--- src/rtl/omp_map.svh ---
`ifndef OMP_MAP_SVH
`define OMP_MAP_SVH

////////////////////////////////////////////////////////////////////////////
// Register byte offsets
`define OMP_OFS_INSTR       8'h00
`define OMP_OFS_ACC         8'h04
`define OMP_OFS_BANK        8'h08
`define OMP_OFS_FLAGS       8'h0C
`define OMP_OFS_CTRL        8'h10
`define OMP_OFS_STATE       8'h14
`define OMP_OFS_PTR0        8'h18
`define OMP_OFS_PTR1        8'h1C
`define OMP_OFS_PTR2        8'h20

////////////////////////////////////////////////////////////////////////////
// Field positions
`define OMP_FLAG_Z          0
`define OMP_FLAG_N          1
`define OMP_CTRL_EXT        0
`define OMP_STATE_BUSY      0
`define OMP_STATE_WAIT2     1
`define OMP_STATE_IDX       2
`define OMP_BIT_D           9
`define OMP_BIT_A           8

////////////////////////////////////////////////////////////////////////////
// Reset values
`define OMP_RST_ACC         8'h00
`define OMP_RST_BANK        4'h0
`define OMP_RST_PTR         12'h000

////////////////////////////////////////////////////////////////////////////
// Opcodes and address map
`define OMP_OPC_IOR         6'h04
`define OMP_OPC_MOV         6'h14
`define OMP_OPC_COPY2       4'hC
`define OMP_OPC_SECOND      4'hF
`define OMP_OPC_PTR_LOAD    10'h3B8
`define OMP_PTR_LAST        2'h2
`define OMP_ACCESS_SPLIT    8'h60
`define OMP_ILO_MAX         8'h5F
`define OMP_SFR_PAGE        4'hF

`endif

--- src/rtl/omp_pkg.sv ---
`include "omp_map.svh"

package omp_pkg;

    typedef enum logic [2:0] {
        ST_IDLE  = 3'b000,
        ST_Q1    = 3'b001,
        ST_Q2    = 3'b010,
        ST_Q3    = 3'b011,
        ST_Q4    = 3'b100,
        ST_WAIT2 = 3'b101
    } omp_state_e;

    typedef enum logic [2:0] {
        OP_NONE     = 3'b000,
        OP_IOR      = 3'b001,
        OP_MOV      = 3'b010,
        OP_PTR_LOAD = 3'b011,
        OP_COPY2    = 3'b100
    } omp_op_e;

    typedef struct packed {
        omp_state_e       st;
        omp_op_e          op;
        logic             second;
        logic [15:0]      ir;
        logic             dst;
        logic             indexed;
        logic [1:0]       psel;
        logic [7:0]       data;
        logic             fn_pend;
        logic             fz_pend;
        logic [7:0]       acc;
        logic [3:0]       bank_sel;
        logic             fn;
        logic             fz;
        logic             ext_en;
        logic [2:0][11:0] ptr;
        logic             rd_pend;
        logic             wr_pend;
        logic             bus_hit;
        logic [7:0]       bus_addr;
        logic             hready;
        logic             hresp;
        logic [31:0]      hrdata;
        logic [11:0]      mem_addr;
        logic [7:0]       mem_wdata;
        logic             mem_re;
        logic             mem_we;
    } omp_regs_s;

    // Used by first-word decode only; the second word is checked on its top nibble
    function automatic omp_op_e classify(input logic [15:0] w);
        omp_op_e o;
        o = OP_NONE;
        if (w[15:10] == `OMP_OPC_IOR) begin
            o = OP_IOR;
        end else if (w[15:10] == `OMP_OPC_MOV) begin
            o = OP_MOV;
        end else if (w[15:12] == `OMP_OPC_COPY2) begin
            o = OP_COPY2;
        end else if (w[15:6] == `OMP_OPC_PTR_LOAD &&
                     w[5:4] <= `OMP_PTR_LAST) begin
            o = OP_PTR_LOAD;
        end
        return o;
    endfunction

endpackage

--- src/rtl/omp_exec_if.sv ---
interface omp_exec_if;
    // Address generation
    logic [7:0]       f;
    logic             a_bit;
    logic [3:0]       bank_sel;
    logic             ext_en;
    logic [11:0]      ptr2;
    logic [11:0]      addr;
    logic             indexed;
    // Data path
    omp_pkg::omp_op_e op;
    logic [7:0]       acc;
    logic [7:0]       operand;
    logic [7:0]       result;
    logic             neg;
    logic             zero;

    modport core (output f, a_bit, bank_sel, ext_en, ptr2, op, acc, operand,
                  input addr, indexed, result, neg, zero);
    modport agen (input f, a_bit, bank_sel, ext_en, ptr2,
                  output addr, indexed);
    modport alu  (input op, acc, operand,
                  output result, neg, zero);
endinterface

--- src/rtl/omp_addr_gen.sv ---
`include "omp_map.svh"

module omp_addr_gen (
    omp_exec_if.agen ifc
);

    always_comb begin
        ifc.indexed = 1'b0;
        if (ifc.a_bit) begin
            ifc.addr = {ifc.bank_sel, ifc.f};
        end else if (ifc.ext_en && ifc.f <= `OMP_ILO_MAX) begin
            // Wraps at the top of data space, as the pointer does
            ifc.addr    = ifc.ptr2 + {4'h0, ifc.f};
            ifc.indexed = 1'b1;
        end else if (ifc.f < `OMP_ACCESS_SPLIT) begin
            ifc.addr = {4'h0, ifc.f};
        end else begin
            ifc.addr = {`OMP_SFR_PAGE, ifc.f};
        end
    end

endmodule

--- src/rtl/omp_alu.sv ---
module omp_alu (
    omp_exec_if.alu ifc
);

    always_comb begin
        if (ifc.op == omp_pkg::OP_IOR) begin
            ifc.result = ifc.acc | ifc.operand;
        end else begin
            ifc.result = ifc.operand;
        end
        ifc.neg  = ifc.result[7];
        ifc.zero = (ifc.result == 8'h00);
    end

endmodule

--- src/rtl/omp_core_exec.sv ---
// Behaviour
// - Opcode 000100 with d, a and 8-bit address ORs acc with register.
// - For OR and copy, d=0 writes the accumulator, d=1 the register.
// - a=0 maps into the access bank, a=1 prefixes the bank select reg.
// - Extended set on and a=0: f up to 5Fh uses indexed literal offset.
// - Pointer load puts a 12-bit literal in pointer 0, 1 or 2, no flags.
// - Pointer load: two words and cycles, high part first, low byte last.
// - Opcode 010100 with d, a and address copies the register to dest.
// - Single-register copy reaches any byte of selected 256-byte bank.
// - Two-word copy: 1100 plus source, 1111 plus dest, flags untouched.
// - Two-word copy source and dest each span 000h to FFFh.
`include "omp_map.svh"

module omp_core_exec (
    // Clock and reset
    input  wire logic        hclk,
    input  wire logic        hresetn,
    // AHB-Lite slave
    input  wire logic        hsel,
    input  wire logic [31:0] haddr,
    input  wire logic [1:0]  htrans,
    input  wire logic        hwrite,
    input  wire logic [2:0]  hsize,
    input  wire logic [31:0] hwdata,
    input  wire logic        hready,
    output logic             hreadyout,
    output logic             hresp,
    output logic [31:0]      hrdata,
    // Data memory, one cycle read latency
    output logic [11:0]      mem_addr,
    output logic [7:0]       mem_wdata,
    output logic             mem_re,
    output logic             mem_we,
    input  wire logic [7:0]  mem_rdata
);

    ////////////////////////////////////////////////////////////////////////
    omp_pkg::omp_regs_s r;
    omp_pkg::omp_regs_s n;
    omp_pkg::omp_op_e   opc;
    logic               wr_instr;
    logic               size_unused;

    omp_exec_if ifc ();

    omp_addr_gen u_agen (
        .ifc (ifc.agen)
    );

    omp_alu u_alu (
        .ifc (ifc.alu)
    );

    assign ifc.f       = r.ir[7:0];
    assign ifc.a_bit   = r.ir[`OMP_BIT_A];
    assign ifc.bank_sel = r.bank_sel;
    assign ifc.ext_en  = r.ext_en;
    assign ifc.ptr2    = r.ptr[2];
    assign ifc.op      = r.op;
    assign ifc.acc     = r.acc;
    assign ifc.operand = mem_rdata;

    // Only word transfers are issued; size is not checked
    assign size_unused = |hsize;

    ////////////////////////////////////////////////////////////////////////
    function automatic logic [31:0] reg_read(input omp_pkg::omp_regs_s s);
        logic [31:0] v;
        v = 32'h0000_0000;
        if (s.bus_hit) begin
            case (s.bus_addr)
                `OMP_OFS_INSTR: v[15:0] = s.ir;
                `OMP_OFS_ACC:   v[7:0]  = s.acc;
                `OMP_OFS_BANK:  v[3:0]  = s.bank_sel;
                `OMP_OFS_FLAGS: begin
                    v[`OMP_FLAG_Z] = s.fz;
                    v[`OMP_FLAG_N] = s.fn;
                end
                `OMP_OFS_CTRL:  v[`OMP_CTRL_EXT] = s.ext_en;
                `OMP_OFS_STATE: begin
                    v[`OMP_STATE_BUSY] = (s.st != omp_pkg::ST_IDLE) &&
                                         (s.st != omp_pkg::ST_WAIT2);
                    v[`OMP_STATE_WAIT2] = (s.st == omp_pkg::ST_WAIT2);
                    v[`OMP_STATE_IDX]   = s.indexed;
                end
                `OMP_OFS_PTR0:  v[11:0] = s.ptr[0];
                `OMP_OFS_PTR1:  v[11:0] = s.ptr[1];
                `OMP_OFS_PTR2:  v[11:0] = s.ptr[2];
                default:        v = 32'h0000_0000;
            endcase
        end
        return v;
    endfunction

    // Byte ops share the read, process and write-back path
    function automatic logic byte_op(input omp_pkg::omp_op_e o);
        return (o == omp_pkg::OP_IOR) || (o == omp_pkg::OP_MOV);
    endfunction

    // Ops that park in WAIT2 for their second word
    function automatic logic two_word_op(input omp_pkg::omp_op_e o);
        return (o == omp_pkg::OP_PTR_LOAD) || (o == omp_pkg::OP_COPY2);
    endfunction

    ////////////////////////////////////////////////////////////////////////
    always_comb begin
        n        = r;
        n.mem_re = 1'b0;
        n.mem_we = 1'b0;
        n.hresp  = 1'b0;
        opc      = r.second ? r.op : omp_pkg::classify(r.ir);
        wr_instr = 1'b0;

        // Bus data phase: reads take one wait state so hrdata is a flop
        if (r.rd_pend) begin
            n.hrdata  = reg_read(r);
            n.hready  = 1'b1;
            n.rd_pend = 1'b0;
        end
        if (r.wr_pend) begin
            n.wr_pend = 1'b0;
            if (r.bus_hit) begin
                case (r.bus_addr)
                    `OMP_OFS_INSTR: wr_instr = 1'b1;
                    `OMP_OFS_ACC:   n.acc = hwdata[7:0];
                    `OMP_OFS_BANK:  n.bank_sel = hwdata[3:0];
                    `OMP_OFS_FLAGS: begin
                        n.fz = hwdata[`OMP_FLAG_Z];
                        n.fn = hwdata[`OMP_FLAG_N];
                    end
                    `OMP_OFS_CTRL:  n.ext_en = hwdata[`OMP_CTRL_EXT];
                    `OMP_OFS_PTR0:  n.ptr[0] = hwdata[11:0];
                    `OMP_OFS_PTR1:  n.ptr[1] = hwdata[11:0];
                    `OMP_OFS_PTR2:  n.ptr[2] = hwdata[11:0];
                    default:        n.wr_pend = 1'b0;
                endcase
            end
        end

        // Bus address phase
        if (hsel && hready && htrans[1]) begin
            n.bus_addr = haddr[7:0];
            n.bus_hit  = (haddr[31:8] == 24'h00_0000);
            n.wr_pend  = hwrite;
            n.rd_pend  = !hwrite;
            n.hready   = hwrite;
        end

        // Sequencer, one hclk per phase
        unique case (r.st)
            omp_pkg::ST_IDLE, omp_pkg::ST_WAIT2: begin
                // Words written while busy are dropped
                if (wr_instr) begin
                    n.ir = hwdata[15:0];
                    n.st = omp_pkg::ST_Q1;
                    n.second = (r.st == omp_pkg::ST_WAIT2) &&
                               (hwdata[15:12] == `OMP_OPC_SECOND);
                end
            end
            omp_pkg::ST_Q1: begin
                // Decode
                n.op = opc;
                if (opc == omp_pkg::OP_NONE) begin
                    n.st = omp_pkg::ST_IDLE;
                end else begin
                    n.st = omp_pkg::ST_Q2;
                    if (!r.second && byte_op(opc)) begin
                        n.mem_re   = 1'b1;
                        n.mem_addr = ifc.addr;
                        n.indexed  = ifc.indexed;
                        n.dst      = r.ir[`OMP_BIT_D];
                    end
                    if (!r.second && opc == omp_pkg::OP_COPY2) begin
                        n.mem_re   = 1'b1;
                        n.mem_addr = r.ir[11:0];
                    end
                    if (!r.second && opc == omp_pkg::OP_PTR_LOAD) begin
                        n.psel = r.ir[5:4];
                    end
                end
            end
            omp_pkg::ST_Q2: begin
                // Memory read in flight
                n.st = omp_pkg::ST_Q3;
            end
            omp_pkg::ST_Q3: begin
                // Process
                n.st = omp_pkg::ST_Q4;
                if (!r.second && byte_op(r.op)) begin
                    n.data    = ifc.result;
                    n.fn_pend = ifc.neg;
                    n.fz_pend = ifc.zero;
                    if (r.dst) begin
                        n.mem_we    = 1'b1;
                        n.mem_wdata = ifc.result;
                    end
                end
                if (r.op == omp_pkg::OP_COPY2) begin
                    if (!r.second) begin
                        n.data = mem_rdata;
                    end else begin
                        // Caller keeps PC and stack bytes out of reach
                        n.mem_we    = 1'b1;
                        n.mem_addr  = r.ir[11:0];
                        n.mem_wdata = r.data;
                    end
                end
            end
            omp_pkg::ST_Q4: begin
                // Write back
                n.st = omp_pkg::ST_IDLE;
                if (byte_op(r.op)) begin
                    if (!r.dst) begin
                        n.acc = r.data;
                    end
                    n.fn = r.fn_pend;
                    n.fz = r.fz_pend;
                end
                if (r.op == omp_pkg::OP_PTR_LOAD) begin
                    if (!r.second) begin
                        n.ptr[r.psel][11:8] = r.ir[3:0];
                    end else begin
                        n.ptr[r.psel][7:0] = r.ir[7:0];
                    end
                end
                if (two_word_op(r.op) && !r.second) begin
                    n.st = omp_pkg::ST_WAIT2;
                end
            end
            default: begin
                n.st = omp_pkg::ST_IDLE;
            end
        endcase
    end

    ////////////////////////////////////////////////////////////////////////
    always_ff @(posedge hclk or negedge hresetn) begin
        if (!hresetn) begin
            r           <= '0;
            r.st        <= omp_pkg::ST_IDLE;
            r.op        <= omp_pkg::OP_NONE;
            r.acc       <= `OMP_RST_ACC;
            r.bank_sel  <= `OMP_RST_BANK;
            r.ptr[0]    <= `OMP_RST_PTR;
            r.ptr[1]    <= `OMP_RST_PTR;
            r.ptr[2]    <= `OMP_RST_PTR;
            r.hready    <= 1'b1;
        end else begin
            r <= n;
        end
    end

    assign hreadyout = r.hready;
    assign hresp     = r.hresp;
    assign hrdata    = r.hrdata;
    assign mem_addr  = r.mem_addr;
    assign mem_wdata = r.mem_wdata;
    assign mem_re    = r.mem_re;
    assign mem_we    = r.mem_we;

endmodule

--- config.mk ---
export PLATFORM = sky130hd
export DESIGN_NAME = omp_core_exec
export DESIGN_NICKNAME = d
export VERILOG_FILES = /design/src/rtl/omp_pkg.sv /design/src/rtl/omp_exec_if.sv /design/src/rtl/omp_addr_gen.sv /design/src/rtl/omp_alu.sv /design/src/rtl/omp_core_exec.sv
export VERILOG_INCLUDE_DIRS = /design/src /design/src/rtl
export SDC_FILE = /design/constraint.sdc
export NUM_CORES = 1
export LEC_CHECK = 0
export BUFFER_PORTS_ARGS = -buffer_cell sky130_fd_sc_hd__buf_2
export CORE_ASPECT_RATIO = 0.9
export CORE_MARGIN = 5
export CORE_UTILIZATION = 42
export CTS_CLUSTER_DIAMETER = 100
export DETAILED_ROUTE_END_ITERATION = 8
export SETUP_SLACK_MARGIN = 0.3
export SLEW_MARGIN = 0
export SYNTH_ARGS = -nofsm -noshare
export SYNTH_HDL_FRONTEND = slang
export SYNTH_SLANG_ARGS = --single-unit
--- constraint.sdc ---
create_clock -name hclk -period 2.79 [get_ports hclk]
set_input_delay 0.4185 -clock hclk [delete_from_list [all_inputs] [get_ports hclk]]
set_output_delay 0.4185 -clock hclk [all_outputs]
set_load 0.005 [all_outputs]
After elaboration in Yosys (flattened, before gate mapping)
Index checks and enable logic that the tools add are counted.
- add/sub/neg operators: 1
- multiply operators: 0
- div/mod/pow operators: 0
- magnitude comparators: 5
- eq/ne operators: 32
- shift-type cells: 0
- mux-type cells: 71
- bitwise operators: 2
- reductions and logical operators: 33
- operators with widths (cell ; count):
    $mux 12 ; 11
    $mux 36 ; 3
    $mux 51 ; 2
    $mux 8 ; 10
    $bwmux 36 ; 2
    $demux 12 s2 ; 2
    $mux 20 ; 2
    $eq 8x5->1 const B ; 4
    $logic_not 24->1 ; 1
    $pmux 12 s2 ; 1
    $pmux 4 s5 ; 1
    $eq 3x2->1 const B ; 6
    $mux 3 ; 6
    $eq 8x4->1 const B ; 2
    $logic_not 8->1 ; 2
    $mux 1 ; 16
    $mux 16 ; 1
    $pmux 4 s4 ; 1
    $pmux 3 s5 ; 1
    $add 12x8->12 ; 1
    $eq 3x3->1 const B ; 4
    $logic_and 1x1->1 ; 12
    $reduce_and 3->1 ; 4
    $eq 10x10->1 const B ; 1
    other kinds (30) ; 48
- flip-flop bits (word level): 154
- latch bits: 0
- bits in writable memories: 0
- bits in read-only memories: 0
- input port bits: 82
- output and inout port bits: 56
- logic and storage cells: 172
- memories kept: 0

Longest topological paths before layout
- depth in word-level cells: 14
- depth in mapped cells: 9
- gate-level depth less buffers: 9

By module
A second synthesis with hierarchy kept.
- cell total of the unflattened synthesis: 839
- area, all modules: 8316.7 µm²
- modules (own cells, without submodules) (module ; instances ; cells an instance ; area each (µm²) ; sequential area each (µm²)):
    omp_core_exec ; 1 ; 727 ; 7552.2 ; 3454.6
    omp_addr_gen ; 1 ; 95 ; 629.4 ; 0.0
    omp_alu ; 1 ; 17 ; 135.1 ; 0.0

Worst setup path after synthesis
OpenSTA, ideal clock, no wires.
- path type: flip-flop to flip-flop
- start point: reg r, in the netlist ifc.f[1]
- end point: reg r, in the netlist mem_addr[10]
- library setup time: 0.125 ns
- data arrival time: 2.039 ns
- required time: 2.665 ns
- path slack: 0.626 ns
- stages on the path, launching flop included: 10
- path buffers: 1
- period minus slack after synthesis: 2.164 ns
- cells stage by stage: dfrtp_1 -> clkbuf_1 -> inv_1 -> fa_1 -> nor2b_1 -> o31a_1 -> o2111ai_1 -> xor2_1 -> o21ai_0 -> mux2_2
- word-level cells in the longest chain between the ends: 8
- elaborated cells on any way between the ends: 11
- classes of those cells: add/sub (1); order compare (2); mux (7); reduce/logical (1)
- RTL lines (item ; RTL line ; text):
    start: declaration ; omp_core_exec.sv:38 ; omp_pkg::omp_regs_s r;
    start signal: assignment ; omp_core_exec.sv:249 ; r <= n;
    $lt 8x7->1 (no source line) or $le 8x7->1 (tied branches) ; n/a ;
    $mux 12 or $logic_and 1x1->1 (tied branches) ; n/a ;
    $mux 12 * ; omp_addr_gen.sv:11 ; end else if (ifc.ext_en && ifc.f <= `OMP_ILO_MAX) begin
    $mux 12 * ; omp_addr_gen.sv:9 ; if (ifc.a_bit) begin
    $mux 12 * ; omp_core_exec.sv:167 ; if (!r.second && byte_op(opc)) begin
    $mux 12 * ; omp_core_exec.sv:173 ; if (!r.second && opc == omp_pkg::OP_COPY2) begin
    $mux 12 * ; omp_core_exec.sv:163 ; if (opc == omp_pkg::OP_NONE) begin
    $pmux 12 s2 * ; omp_core_exec.sv:150 ; unique case (r.st)
Every way passes the cells marked *; elsewhere a longest branch is shown, timed or not. The select of a mux whose other input is x is not followed.
A chain may end at the register's enable or synchronous reset.

Final worst setup path
- start point: reg r, in the netlist ifc.ptr2[0]
- end point: reg r, in the netlist mem_addr[8]
- word-level cells in the longest chain between the ends: 7
- RTL lines (item ; RTL line ; text):
    $add 12x8->12 ; omp_addr_gen.sv:13 ; ifc.addr = ifc.ptr2 + {4'h0, ifc.f};
    $mux 12 ; omp_addr_gen.sv:11 ;
    $mux 12 ; omp_addr_gen.sv:9 ;
    $mux 12 ; omp_core_exec.sv:167 ;
    $mux 12 ; omp_core_exec.sv:173 ;
    $mux 12 ; omp_core_exec.sv:163 ;
    $pmux 12 s2 ; omp_core_exec.sv:150 ;
Every way passes these cells. The select of a mux whose other input is x is not followed.

==> flow_summary.toml <==
[worst_setup_path]
cp_slowest_stage_delay_ns = 0.39
worstPathArrival_ns = 2.66
number_of_cells_on_the_critical_path = 9
cp_common_cell = "sky130_fd_sc_hd__o21ai_0"
cpMaxStageDelayCell = "sky130_fd_sc_hd__dfrtp_1"
cp_cell_sequence = "ha_1 -> inv_1 -> fa_1 -> nor2b_1 -> o31a_1 -> o21ai_0 -> xor2_1 -> o21ai_0 -> a31o_2"
crit_type = "register to register"
worst-endpoint-required_ns = 3.16
crit_path_end_kind = "register"
worst-r2r-cell-count = 9
timing.critical_path.buf_inv = 1
worst_setup_path_start_kind = "register"
cp_max_fo = 4
crit_family = "compound AO/OA/AOI/OAI gates"

[synthesis]
post_synthesis_instance_total = 787
synth_edf_count = 0
synth_async_sr_flop_share_pct = 100
synth_area_per_cell_um2 = 9.88
synth_warnings = 0
syn_area_mm2 = 0.00778
synthDistinctLibCells = 71
ys_ff_latch = 138
synth_ff_type = "sky130_fd_sc_hd__dfrtp_1"
synth-seq-area-share_pct = 44.4

[pwr]
pwr-share-clk_pct = 46.9
design_power_total_mw = 4.91
power.ir.vdd_worst_v = 0.000402
power_per_cell_area_mw_per_mm2 = 549
power_leakage_nw = 4.16
swShare_pct = 25.8
seqPwrFrac_pct = 43.1
switchingPower_mw = 1.27
cell_internal_pwr_mw = 3.65
pwr-share-comb_pct = 10.0

[sta]
finalWorstPathRequiredPeriod_ns = 2.29
fin_worst_hold_slack_ns = 0.187
clock.fmax_ghz = 0.436
timing.slew.headroom_pct = 57.1
timing.setup.tns_ns = 0
crit_share_post_route_pct = 82.2
timing.final.setup_violations = 0
drv_slew = 0
post-route-worst-setup-slack_ns = 0.497
final.setup_skew_ns = 0.0102
grt_setup_unrepaired = "false"
max_slew.worst_pin.slew_ns = 0.640
final-hold-violation-count = 0

[die]
std_cell_rows = 47
ios = 138
chipWidth_um = 153
die_height_um = 139
dieArea_mm2 = 0.0213
floorplan.initialDensity_pct = 42.5
core_area_mm2 = 0.0183

[place]
dp.final_hpwl_um = 15700
postPlaceCellArea_mm2 = 0.00831
numPortBuffers = 100
dp_worst_setup_slack_ns = 0.508
place_congestion = 0.891

[hold_path]
hold_path_class = "input port to register"
min_delay_path_depth = 2

[cells_and_area]
syn_to_final_growth_pct = 15.1
final_cell_area_mm2 = 0.00895
proportion_of_layout_cells_with_a_drive_suffix_above_1_pct = 27.2
antenna-diode-count = 0
design.final.nets = 959

[drt]
detailroute.via_count = 6159
final_antenna_net_count = 0
route.detailed.wl_per_inst_um = 18.7
firstDrtPassIters = 5
remaining_drc_errors = 0
drtIter0Drc = 390
vias_per_cell = 5.47
drt_wirelength_um = 21100

[run]
timing.max_cap.violations = 0

[status]
result_of_the_run = "completed"

[global_routing]
global_route.overflow_total = 0
grt_antenna_before_repair = 0
grt_first_pass_wirelength_um = 34300
maximum_number_of_pins_on_one_net_before_global_route_repair = 62
groute.usage.overall_pct = 20.2
vias_in_the_first_global_route = 6195

[cts]
clock_tree_from_tritoncts = "done"
cts_sink_count = 138
clk_root_buffer_cell = "sky130_fd_sc_hd__clkbuf_16"
tritoncts.num_buffers = 17
htree_levels = 4
clock_tree.buffer_depth = 2
clk_pin_slew_worst_paths_ns = 0.06
worstSkewPairLatency_ns = 0.42
[per-layer routing]
metal / vias to the layer above / wire (um) / GRT usage [%]
li1: 2942 / - / -
met2: 188 / 9430 / 30.2
met5: - / 0 / 0
met3: 19 / 1130 / 4.46
met1: 3010 / 10200 / 29.8
met4: 0 / 286 / 5.53
[final timing paths]
check	slack (ns)	to	from
max in group asynchronous	1.59	mem_addr[7]	hresetn
setup / recovery	0.50	mem_addr[8]	ifc.ptr2[0]
min in group asynchronous	0.50	hrdata[4]	hresetn
setup reg to reg	0.50	mem_addr[8]	ifc.ptr2[0]
hold / removal	0.19	r[66]	hwrite
hold reg to reg	0.47	hrdata[6]	hrdata[6]
[placed cells by master, fill, tap and decap left out, types with 12 or more instances in the layout]
cell type and instances:
sky130_fd_sc_hd__dfrtp_1 137, sky130_fd_sc_hd__buf_2 99, sky130_fd_sc_hd__nand2_1 82, sky130_fd_sc_hd__a21oi_1 57, sky130_fd_sc_hd__mux2i_1 52, sky130_fd_sc_hd__o21ai_0 52
sky130_fd_sc_hd__nor2_1 51, sky130_fd_sc_hd__mux2_2 38, sky130_fd_sc_hd__buf_4 36, sky130_fd_sc_hd__a22oi_1 22, sky130_fd_sc_hd__conb_1 17, sky130_fd_sc_hd__clkbuf_16 17
sky130_fd_sc_hd__nor2b_1 14, sky130_fd_sc_hd__inv_1 12, sky130_fd_sc_hd__nand2b_1 12
[kinds of logic (layout without fill, tap and decap cells)]
logic type | Yosys count | in the layout | share of synthesized area [%]
simple gates | 237 | 237 | 15.7
compound gates | 199 | 199 | 16.5
flops | 138 | 138 | 44.4
buf+inv | 104 | 182 | 8.56
mux | 90 | 90 | 12.2
fa+ha+maj | 9 | 9 | 1.54
xor+xnor | 9 | 9 | 1.01
other cells | 1 | 17 | 0.0482
[power groups by stage]
| stage | Combinational, mW | Sequential [mW] | Clock (mW) |
|---|---|---|---|
| after floorplan | 0.322 | 2.12 | 0 |
| after global routing | 0.552 | 2.13 | 2.45 |
| after global placement | 0.483 | 2.15 | 0 |
| final | 0.491 | 2.12 | 2.30 |
| after detailed placement | 0.489 | 2.15 | 0 |
| after CTS | 0.492 | 2.11 | 2.36 |
[what timing repair did]
item / CTS / global route
buffers inserted: 0 / 2
hold buffers: 1 / 0
hold endpoints to repair: 46 / 0
endpoints found under the setup margin: 0 / 11
resized for setup: 0 / 1
[state kept, by name, indices dropped and copies added, names as in the netlist, named ones only]
signal        flops
ifc.f             8
hreadyout         1
mem_wdata         8
ifc.op            3
ifc.ptr2         12
mem_addr         12
r                54
ifc.ext_en        1
ifc.acc           8
mem_we            1
ifc.a_bit         1
hrdata           16
mem_re            1
ifc.bank_sel      4
[synth_stat cells (all sizes together), types with 7 or more instances]
cell / n / area share, %
and2: 7 / 0.56
nand2b: 12 / 0.97
dfrtp: 137 / 44
and3: 7 / 0.58
o221a: 9 / 1.3
a31oi: 8 / 0.64
ha: 8 / 1.3
nor4: 12 / 1.1
nor2b: 14 / 1.1
nand4: 7 / 0.56
mux2i: 52 / 6.7
nand3: 10 / 0.64
nand2: 85 / 4.2
nor3: 14 / 1.2
mux2: 38 / 5.5
o21ai: 55 / 3.6
a22oi: 22 / 2.1
nor2: 52 / 2.5
a21oi: 57 / 3.7
inv: 12 / 0.58
o2bb2ai: 7 / 0.79
clkbuf: 19 / 1.0
buf: 73 / 7.0
[cell type report]
type                       count  area (um2)
fill                        1708        9340
timing repair buffer         138         807
multi-input combinational    561        3730
clock buffer                  20         467
sequential                   138        3450
tap                          245         307
inverter                      12        45.0
clock inverter                12         140
[per-stage QoR]
stage / utilization [%] / instances
after floorplan: - / 803
after global placement: 45.5 / 1091
after detailed placement: 45.5 / 1091
after CTS: 48.8 / 1124
after global routing: 48.9 / 1126
final: 48.9 / 1126
Note: power is estimated with default switching activity, not from simulation.
